## src/core/ttd_cfg.svh

```systemverilog
`ifndef TTD_CFG_SVH
`define TTD_CFG_SVH
`define TTD_OFS_ID_LAST   8'h1F
`define TTD_OFS_CTRL      8'h24
`define TTD_OFS_STAT      8'h26
`define TTD_IO_LAST       8'h27
`define TTD_CTRL_RST      16'h0000
`define TTD_CTRL_MASK     16'hCFFF
`define TTD_SEL_HI        15
`define TTD_SEL_LO        14
`define TTD_CODE_HI       11
`define TTD_BUSY_BIT      0
`define TTD_ID_WORDS      32
`define TTD_CNV_NS        1000
`define TTD_CLK_NS        5
`define TTD_CNV_CYC       ((`TTD_CNV_NS + `TTD_CLK_NS - 1) / `TTD_CLK_NS)
`endif

```

## src/core/ttd_pkg.sv

```systemverilog
`default_nettype none
package ttd_pkg;
  typedef enum logic [1:0] {
    TTD_CH_MOD_ONE, TTD_CH_MOD_TWO, TTD_CH_DIFF_ONE, TTD_CH_DIFF_TWO
  } ttd_chan_t;
  typedef enum {TTD_IDLE, TTD_STROBE, TTD_ACK} ttd_bus_t;
endpackage
`default_nettype wire

```

## src/core/ttd_regs.sv

```systemverilog
`include "ttd_cfg.svh"
`default_nettype none
module ttd_regs
  import ttd_pkg::*;
#(
  parameter logic [15:0] ID_WORD  = 16'h0A5C, // Arbitrary identity value.
  parameter int          CNV_CYC  = `TTD_CNV_CYC
) (
  // Clock and reset.
  input  wire logic        clk_sys,
  input  wire logic        reset,
  // Mezzanine bus pins, strobes and dtack_n active low.
  input  wire logic        cs_n,
  input  wire logic        ds0_n,
  input  wire logic        ds1_n,
  input  wire logic        write_n,
  input  wire logic [7:1]  addr,
  input  wire logic [15:0] data_in,
  output logic      [15:0] data_out,
  output logic             data_oe,
  output logic             dtack_n,
  // Converter side.
  output logic      [11:0] dac_code,
  output ttd_pkg::ttd_chan_t dac_chan,
  output logic             dac_load
);
  import ttd_pkg::*;

  ////////////////////////////////////////////////////////////////////////////
  // Pin synchronisers.
  logic [11:0] s1_q, s2_q;
  logic [15:0] dsyn1_q, dsyn2_q;
  always_ff @(posedge clk_sys) begin
    s1_q    <= {cs_n, ds0_n, ds1_n, write_n, addr, 1'b0};
    s2_q    <= s1_q;
    dsyn1_q <= data_in;
    dsyn2_q <= dsyn1_q;
  end
  logic       strobe;
  logic       wr;
  logic [7:0] badr;
  assign strobe = ~s2_q[11] & (~s2_q[10] | ~s2_q[9]);
  assign wr     = ~s2_q[8];
  assign badr   = s2_q[7:0];

  ////////////////////////////////////////////////////////////////////////////
  // Identity memory, constant contents.
  logic [15:0] id_rom [`TTD_ID_WORDS];
  always_comb begin
    for (int i = 0; i < `TTD_ID_WORDS; i++) begin
      id_rom[i] = 16'h0000;
    end
    id_rom[0] = ID_WORD;
  end

  ////////////////////////////////////////////////////////////////////////////
  // Bus cycle, registers and converter timer.
  ttd_bus_t    st_q, st_d;
  logic [15:0] ctrl_q, ctrl_d, rd_q, rd_d;
  logic [31:0] cnt_q, cnt_d;
  logic        load_q, load_d;
  logic        busy;
  assign busy = (cnt_q != 32'h0000_0000);

  always_comb begin
    st_d   = st_q;
    ctrl_d = ctrl_q;
    rd_d   = rd_q;
    cnt_d  = busy ? cnt_q - 32'h0000_0001 : cnt_q;
    load_d = 1'b0;
    case (st_q)
      TTD_IDLE: begin
        if (strobe) begin
          st_d = TTD_STROBE;
        end
      end
      TTD_STROBE: begin
        if (!strobe) begin
          st_d = TTD_IDLE;
        end else begin
          st_d = TTD_ACK;
          rd_d = 16'h0000;
          if (badr <= `TTD_OFS_ID_LAST) begin
            rd_d = id_rom[badr[5:1]];
          end else if (badr == `TTD_OFS_CTRL) begin
            rd_d = ctrl_q;
            if (wr) begin
              ctrl_d = dsyn2_q & `TTD_CTRL_MASK;
              cnt_d  = 32'(CNV_CYC);
              load_d = 1'b1;
            end
          end else if (badr == `TTD_OFS_STAT) begin
            rd_d[`TTD_BUSY_BIT] = busy;
          end
        end
      end
      TTD_ACK: begin
        if (!strobe) begin
          st_d = TTD_IDLE;
        end
      end
      default: st_d = TTD_IDLE;
    endcase
  end

  always_ff @(posedge clk_sys) begin
    if (reset) begin
      st_q   <= TTD_IDLE;
      ctrl_q <= `TTD_CTRL_RST;
      rd_q   <= 16'h0000;
      cnt_q  <= 32'h0000_0000;
      load_q <= 1'b0;
    end else begin
      st_q   <= st_d;
      ctrl_q <= ctrl_d;
      rd_q   <= rd_d;
      cnt_q  <= cnt_d;
      load_q <= load_d;
    end
  end

  assign data_out = rd_q;
  assign data_oe  = (st_q == TTD_ACK) & ~wr;
  assign dtack_n  = ~(st_q == TTD_ACK);
  assign dac_code = ctrl_q[`TTD_CODE_HI:0];
  assign dac_chan = ttd_chan_t'(ctrl_q[`TTD_SEL_HI:`TTD_SEL_LO]);
  assign dac_load = load_q;
endmodule
`default_nettype wire

```

## config.mk

```make
export PLATFORM = sky130hd
export DESIGN_NAME = ttd_regs
export DESIGN_NICKNAME = d
export VERILOG_FILES = /design/src/core/ttd_pkg.sv /design/src/core/ttd_regs.sv
export VERILOG_INCLUDE_DIRS = /design/src /design/src/core
export SDC_FILE = /design/constraint.sdc
export NUM_CORES = 1
export LEC_CHECK = 0
export ABC_AREA = 1
export ABC_CLOCK_PERIOD_IN_PS = 2200
export CAP_MARGIN = 0
export CORE_UTILIZATION = 50
export CTS_CLUSTER_SIZE = 14
export DETAILED_ROUTE_END_ITERATION = 7
export DONT_BUFFER_PORTS = 1
export MAX_ROUTING_LAYER = met4
export PLACE_DENSITY = 0.7
export SYNTH_ARGS = -nofsm -noshare
export SYNTH_HDL_FRONTEND = slang
export SYNTH_SLANG_ARGS = --single-unit
```

## constraint.sdc

```tcl
create_clock -name clk_sys -period 2.2 [get_ports clk_sys]
set_clock_uncertainty 0.2 [all_clocks]
set_input_delay 0.22 -clock clk_sys [delete_from_list [all_inputs] [get_ports clk_sys]]
set_output_delay 0.22 -clock clk_sys [all_outputs]
set_load 0.005 [all_outputs]
```

### After elaboration in Yosys (flattened, before gate mapping)

Memories as Yosys holds them, arrays and structs flattened.
Index checks and enable logic that the tools add are counted.

| cells by class | value |
|---|---|
| add/sub/neg operators | 1 |
| $lt $le $gt $ge | 2 |
| eq/ne operators | 7 |
| multiplexer cells | 17 |
| bitwise gates (word level) | 13 |
| reduce and logical (&&, ||, !) cells | 6 |

Operator list:

| cell | count |
|---|---|
| 32-bit two-way mux | 8 |
| 32-bit one-hot mux with 3 select lines | 1 |
| 16-bit two-way mux | 3 |
| 32-bit by 1-bit equality test with 1-bit output, second input constant | 1 |
| 32-bit by 2-bit equality test with 1-bit output, second input constant | 1 |
| 32-bit by 3-bit equality test with 1-bit output, second input constant | 1 |
| 32-bit logical NOT | 1 |
| 32-bit nonzero test | 1 |
| 32-bit by 1-bit subtractor with 32-bit output, second input constant | 1 |
| 15-bit two-way mux | 1 |
| 7-bit by 5-bit equality test with 1-bit output, second input constant | 2 |
| 1-bit NOT | 9 |
| 8-bit by 5-bit less-or-equal comparator with 1-bit output, second input constant | 1 |
| 6-bit >= comparator, second input constant | 1 |
| 5-bit NOT with 6-bit output | 1 |
| 5-bit AND reduction | 1 |
| 5-bit OR reduction | 1 |
| 2-bit inequality test, second input constant | 2 |
| 2-bit AND reduction | 2 |
| 1-bit two-way mux | 3 |
| 1-bit AND | 2 |
| 2-bit two-way mux | 1 |
| 1-bit bitwise OR | 1 |

| storage, ports and cells | value |
|---|---|
| bits in registers | 149 |
| bits in read-only memories | 512 |
| input bits | 29 |
| memories kept | 1 |

Memory list:

| name | words | bits a word | read ports | clocked after Yosys merged registers in | wr ports | line | RTL |
|---|---|---|---|---|---|---|---|
| (no name shown) | 32 | 16 | 1 | 0 | 0 | ttd_regs.sv:84 | `rd_d = id_rom[badr[5:1]];` |

### Depth between registers and ports, before layout

Gate-level depths: netlist of run 1.

| logic depth | value |
|---|---|
| depth in word-level cells | 7 |
| mapped depth | 10 |

### Worst setup path after synthesis of run 1

Ideal clock, no wire load.

| timing | value |
|---|---|
| kind | register -> register |
| start point | reg cnt_q[0] |
| end point | reg cnt_q[23] |
| arrival | 1.403 ns |
| slack | 0.485 ns |
| cell stages (with the launch flop) | 9 |
| path buffers | 1 |
| cell sequence | dfxtp_1 inv_1 ha_1 nand2_1 nor2_1 nand4_2 clkbuf_1 nand2_1 nor2_1 |

| between the ends | value |
|---|---|
| longest elaborated chain between the ends | 7 |

Ends and longest elaborated chain:

| element | line | RTL |
|---|---|---|
| start, declared | ttd_regs.sv:60 | `logic [31:0] cnt_q, cnt_d;` |
| start signal, assigned | ttd_regs.sv:117 | `cnt_q <= cnt_d;` |
| 32-bit by 1-bit subtractor with 32-bit output / 32-bit nonzero test (equally long branches) | ttd_regs.sv:69, ttd_regs.sv:63 |  |
| 32-bit two-way mux * | ttd_regs.sv:69 | `cnt_d = busy ? cnt_q - 32'h0000_0001 : cnt_q;` |
| 32-bit two-way mux | ttd_regs.sv:87 | `if (wr) begin` |
| 32-bit two-way mux | ttd_regs.sv:85 | `` end else if (badr == `TTD_OFS_CTRL) begin `` |
| 32-bit two-way mux | ttd_regs.sv:83 | `` if (badr <= `TTD_OFS_ID_LAST) begin `` |
| 32-bit two-way mux | ttd_regs.sv:78 | `if (!strobe) begin` |
| 32-bit two-way mux * | ttd_regs.sv:71 | `case (st_q)` |

Every way passes the cells marked *; elsewhere a longest branch is shown, timed or not.
A chain may end at the register's enable or synchronous reset.

### Final worst setup path of run 1

| timing | value |
|---|---|
| start point | reg cnt_q[0] |
| end point | reg cnt_q[6] |

Same word-level chain as after synthesis.

==> run_results.csv, run 1 <==
group,metric,value,unit
die,ios,62,
grt,grt-ovfl-total,0,
layout,ff_latch_area,0.002262,mm^2
setup_path,cp_cell_sequence,"inv_1 -> ha_1 -> nand2_1 -> nor2_1 -> nand2_1 -> nor2_2 -> inv_2 -> nand3b_1 -> a21oi_1",
setup_path,cpMostUsedCell,"nand2_1",
timing,fmax,516.3,MHz
layout,nFillCells,646,
die,die_w,91.74,um
timing,hold_viol,0,
routing,drcViolationCount,0,
synth,synthCells,485,
synth,yosys_warnings,0,
layout,drive_gt1_share,11.55,%
clock_network,cts_tree,"built",
placement,dp_hpwl,5686,um
layout,insertedDiodeCount,0,
die,die-height,91.74,um
clock_network,cts_resized,0,
min_path,hold_class,"in -> reg",
run,drv_cap,0,
routing,drt_iter0_markers,183,
synth,ys_types,29,
setup_path,required,2.36,ns
layout,fin_util,63.84,%
routing,ant_nets,0,
layout,multi_input_area,0.001598,mm^2
routing,wl,8931,um
layout,areaGrowthSynthToFinish,23.15,%
clock_network,cts_setup_buffers,0,
clock_network,cts_htree_levels,4,
setup_path,slowest_delay,0.32,ns
synth,ys_seq_area_share,56.18,%
grt,grt_max_degree,29,
clock_network,clkLatencyLatePin,0.51,ns
setup_path,slowest_stage,"dfxtp_1",
clock_network,ctsHoldBuffers,26,
power_and_ir_drop,ir_worst_vdd,0.8583,mV
power_and_ir_drop,powerDensity,1671,mW/mm^2
setup_path,crit_type,"reg -> reg",
setup_path,cp-end-kind,"flop",
synth,synth-main-ff-cell,"dfxtp_1",
power_and_ir_drop,total_power,8.284,mW
clock_network,cts_made_buffers,17,
timing,setup_viol,0,
timing,tns,0,ns
placement,gp_congestion,0.9410,
synth,async_flop_share,0,%
synth,ys_ff_latch,113,
die,core-area,0.007767,mm^2
layout,final_nets,554,
routing,wire_per_inst,13.98,um
setup_path,worstSetupStartpointType,"flop",
clock_network,clockRootBuffer,"clkbuf_8",
timing,finalCritPeriodShare,88.04,%
die,die_area,0.008415,mm^2
outcome,status,"complete, no violations",
clock_network,cts_sinks,113,
setup_path,path_delay_family,"simple AND/OR/NAND/NOR gates",
setup_path,arrival,2.10,ns
timing,fin_ws,0.2631,ns
grt,grt_pass1_vias,3145,
grt,grt_antenna_before_repair,0,
clock_network,cts.path.max_buffers,2,
routing,viasPerCell,5.034,
placement,pre_cts_ws,0.2815,ns
synth,synth-edff-count,0,
die,rows,32,
synth,syn_area_per_cell,8.302,um^2
timing,slew_headroom,60.47,%
timing,post-route-min-period,1.937,ns
timing,slew_violations,0,
die,initial_core_util,51.84,%
grt,track_usage,23.46,%
routing,drt-pass1-iter-count,5,
setup_path,crit_fanout,6,
synth,syn-cell-area,0.004026,mm^2
placement,portBuffers,0,
clock_network,clkTransAtPathRegs,0.06,ns
power_and_ir_drop,leakagePower,2.169,nW
routing,vias,3217,
setup_path,crit_buf_inv,2,
grt,grt_pass1_wl,14710,um
timing,rsz0062_at_grt,"false",
timing,worst_slew_pin_slew,0.5910,ns
synth_stat cells, types with 2 or more instances:
cell | n | area (um^2)
a21oi_1 | 24 | 120.1
buf_2 | 3 | 15.01
buf_4 | 2 | 15.01
buf_6 | 4 | 45.04
clkbuf_1 | 4 | 15.01
dfxtp_1 | 113 | 2262
inv_1 | 16 | 60.06
inv_2 | 3 | 11.26
nand2_1 | 100 | 375.4
nand2_2 | 3 | 18.77
nand3_1 | 19 | 95.09
nand3b_1 | 2 | 15.01
nor2_1 | 124 | 465.5
nor2_2 | 7 | 43.79
nor2_4 | 4 | 45.04
nor3_1 | 3 | 15.01
o21ai_0 | 12 | 60.06
o21ai_1 | 11 | 55.05
xnor2_1 | 12 | 105.1
xor2_1 | 10 | 87.58
placed cells by master (no fill, tap or decap), drive strengths merged:
| cell type | instances |
|---|---|
| a21oi | 25 |
| bufinv | 2 |
| nand4 | 1 |
| nand3 | 20 |
| xor2 | 10 |
| conb | 2 |
| clkinv | 5 |
| or2 | 1 |
| nand3b | 2 |
| xnor2 | 12 |
| clkbuf | 17 |
| clkinvlp | 1 |
| ha | 1 |
| o21ai | 23 |
| nor3 | 3 |
| dlygate4sd3 | 26 |
| nor2 | 136 |
| inv | 27 |
| buf | 6 |
| dfxtp | 113 |
| nand2 | 104 |
where the power goes:
group	internal [mW]	leakage, nW	switching [mW]
sequential	2.36	0.934	0.257
clock	1.64	0.286	1.05
combinational	1.08	0.949	1.89
flip-flops by register name, indices dropped and copies added, names as in the netlist:
name      count
data_out     14
ctrl_q       14
s1_q         11
dsyn1_q      14
dac_load      1
st_q          2
cnt_q        32
s2_q         11
dsyn2_q      14
per-layer routing:
metal | track usage (%) | part of all wire, % | vias to the layer above
met5 | - | 0 | -
met4 | 9.245 | 1.3 | 0
met3 | 8.043 | 6.6 | 13
met2 | 39.04 | 49 | 91
met1 | 25.89 | 43 | 1507
li1 | - | - | 1606
metrics by stage:
step           cell area [um^2]  cells  hold WS, ns
6_report                   4959    639      0.05026
5_1_grt                    4959    639      0.03542
4_1_cts                    4959    639      0.03613
3_5_place_dp               4113    581      0.04775
3_3_place_gp               4113    581      0.04775
2_1_floorplan              4030    486      0.04772
worst paths after layout:
kind	slack, ns	to	depth (start not counted)	startpoint
setup / recovery	0.26	cnt_q[6]	9	cnt_q[0]
hold / removal	0.05	dsyn1_q[7]	1	data_in[7]
setup reg to reg	0.26	cnt_q[6]	9	cnt_q[0]
hold reg to reg	0.12	s2_q[7]	0	s1_q[7]
worst reg2reg max path, cell delays in order, from the launching register on:
cell,delay [ns]
dfxtp_1,0.32
inv_1,0.10
ha_1,0.26
nand2_1,0.14
nor2_1,0.20
nand2_1,0.10
nor2_2,0.22
inv_2,0.10
nand3b_1,0.09
a21oi_1,0.06
layout make-up:
cell class,instances,area share [%]
Timing Repair Buffer,32,6.157
Multi-Input combinational cell,340,32.22
Sequential cell,113,45.62
Clock inverter,15,3.457
Inverter,20,1.615
Tap cell,102,2.574
Clock buffer,17,8.352
kinds of logic (layout without fill, tap and decap cells):
group	count (synthesis)	after routing	share of synthesized area [%]
AOI/OAI and AO/OA	48	48	6.246
xor gates and xnor gates	22	22	4.785
adders and majority gates	1	1	0.3107
buffers and inverters	33	84	4.226
DFF	113	113	56.18
other	1	2	0.09314
and+or+nand+nor	267	267	28.15
Note: power is estimated with default switching activity, not from simulation.
==> run 2, diff against run 1 <==
--- a/config.mk
+++ b/config.mk
@@ -9,12 +9,15 @@
 export ABC_AREA = 1
 export ABC_CLOCK_PERIOD_IN_PS = 2200
 export CAP_MARGIN = 0
-export CORE_UTILIZATION = 50
+export CELL_PAD_IN_SITES_DETAIL_PLACEMENT = 1
+export CELL_PAD_IN_SITES_GLOBAL_PLACEMENT = 2
+export CORE_UTILIZATION = 38
+export CTS_BUF_LIST = sky130_fd_sc_hd__clkbuf_8
 export CTS_CLUSTER_SIZE = 14
 export DETAILED_ROUTE_END_ITERATION = 7
 export DONT_BUFFER_PORTS = 1
 export MAX_ROUTING_LAYER = met4
-export PLACE_DENSITY = 0.7
+export PLACE_DENSITY = 0.85
 export SYNTH_ARGS = -nofsm -noshare
 export SYNTH_HDL_FRONTEND = slang
 export SYNTH_SLANG_ARGS = --single-unit
==> run 2 against run 1 <==
  * Critical path depth unchanged
  * Worst hold slack better by 0.057 ns
  * Sequential power up 2%
  * Final area down 3.2%
  * Clock power down 28%
  * Critical endpoint is now cnt_q[30]
==> run_results.csv, run 2 (synthesized netlist as in run 1, its figures left out) <==
group,metric,value,unit
outcome,status,"complete, no violations",
grt,grt_pass1_vias,3416,
routing,drt-pass1-iter-count,4,
layout,areaGrowthSynthToFinish,19.17,%
power_and_ir_drop,ir_worst_vdd,0.5226,mV
clock_network,cts_htree_levels,4,
routing,vias,3148,
placement,place_area,0.004148,mm^2
layout,largest_register_ffs,32,
placement,gp_congestion,0.8475,
die,initial_core_util,39.18,%
timing,post-route-min-period,1.911,ns
layout,fin_area,0.004798,mm^2
timing,worst_slew_pin_slew,0.6207,ns
layout,instances_no_fill,671,
placement,portBuffers,0,
min_path,hold_class,"in -> reg",
routing,drt_iter0_markers,120,
timing,rsz0062_at_grt,"false",
clock_network,cts_setup_buffers,0,
routing,wire_per_inst,15.00,um
routing,drcViolationCount,0,
die,die_area,0.01101,mm^2
layout,insertedDiodeCount,0,
setup_path,crit_type,"reg -> reg",
layout,final_nets,553,
die,die-height,104.9,um
layout,mostFrequentLayoutCell,"nor2_1",
setup_path,r2r_start,"st_q[0]",
grt,grtUsageMet2,33.59,%
grt,track_usage,20.39,%
routing,viasPerCell,4.692,
setup_path,cp-end-kind,"flop",
layout,nFillCells,1228,
grt,met1_usage,23.74,%
grt,grt-ovfl-total,0,
grt,grt_antenna_before_repair,0,
clock_network,cts.path.max_buffers,2,
clock_network,cts_made_buffers,17,
grt,busiest_layer,"met2",
setup_path,startpoint,"st_q[0]",
clock_network,clockRootBuffer,"clkbuf_8",
timing,slew_headroom,58.57,%
layout,ff_latch_area,0.002262,mm^2
timing,tns,0,ns
power_and_ir_drop,total_power,7.898,mW
clock_network,cts_resized,0,
clock_network,cts_sinks,113,
setup_path,required,2.31,ns
power_and_ir_drop,powerDensity,1646,mW/mm^2
die,core-area,0.01028,mm^2
layout,multi_input_area,0.001598,mm^2
layout,layout_common_cells,"nor2_1 (124), dfxtp_1 (113), nand2_1 (100)",
setup_path,arrival,2.02,ns
power_and_ir_drop,leakagePower,2.068,nW
setup_path,worstSetupStartpointType,"flop",
placement,dp_cells,614,
timing,finalCritPeriodShare,86.85,%
die,rows,37,
layout,regMostFlops,"cnt_q",
layout,fin_util,46.69,%
setup_path,crit_fanout,28,
timing,slew_violations,0,
grt,grt_pass1_wl,16730,um
min_path,hold_path_startpoint,"reset",
timing,fmax,523.4,MHz
grt,grt_max_degree,29,
clock_network,clkLatencyLatePin,0.44,ns
clock_network,clkTransAtPathRegs,0.08,ns
min_path,whs_path_depth,3,
clock_network,ctsHoldBuffers,26,
die,die_w,104.9,um
routing,wl,10060,um
layout,drive_gt1_share,11.21,%
routing,ant_nets,0,
setup_path,reg2reg_depth,9,
die,ios,62,
run,drv_cap,0,
timing,hold_viol,0,
clock_network,cts_tree,"built",
timing,setup_viol,0,
grt,grtUsageMet3,4.492,%
placement,dp_hpwl,6555,um
run 2: cell types whose count changed in the layout (fill, tap and decap cells not counted), sizes merged:
| cell | previous run | this run |
|---|---|---|
| clkinv | 5 | 4 |
| buf | 6 | 5 |
| clkinvlp | 1 | 3 |
| inv | 27 | 25 |
run 2: worst paths after layout:
path                               endpoint  slack [ns]
worst max-delay path              cnt_q[30]        0.29
worst min-delay path              ctrl_q[8]        0.11
worst max register to register    cnt_q[30]        0.29
worst min register to register  dsyn2_q[11]        0.13
run 2: power by group:
| part | switching (mW) | internal, mW | total, mW |
|---|---|---|---|
| clock network | 0.935 | 1.02 | 1.95 |
| registers | 0.291 | 2.38 | 2.67 |
| logic | 2.11 | 1.17 | 3.28 |
| total | 3.34 | 4.56 | 7.90 |
run 2: through the flow:
stage          setup slack, ns  hold slack [ns]
5_1_grt                 0.1346           0.1040
4_1_cts                 0.3213          0.07206
3_3_place_gp            0.3727          0.04776
2_1_floorplan           0.4855          0.04772
6_report                0.2893           0.1075
3_5_place_dp            0.3437          0.04775
run 2: metal layers:
metal  up-vias  routed length (um)
met5         -                   0
met4         0                 147
met3        15                 309
met2        48                5021
met1      1490                4584
li1       1595                   -
run 2: critical path, cell delays in order (launching register included):
cell and delay [ns]:
dfxtp_1 0.36, inv_1 0.10, nor2_4 0.15, nand2_4 0.14, inv_2 0.10, nand2_2 0.08
nor2_8 0.27, nor2_4 0.07, inv_6 0.21, nor2_1 0.08
run 2: layout make-up:
type | instances | area share (%)
clock buffers | 17 | 4.876
clock inverters | 14 | 3.259
inverters | 20 | 1.669
multi-input cells | 340 | 33.30
flip-flops and latches | 113 | 47.14
well taps | 136 | 3.546
repair buffers | 31 | 6.206
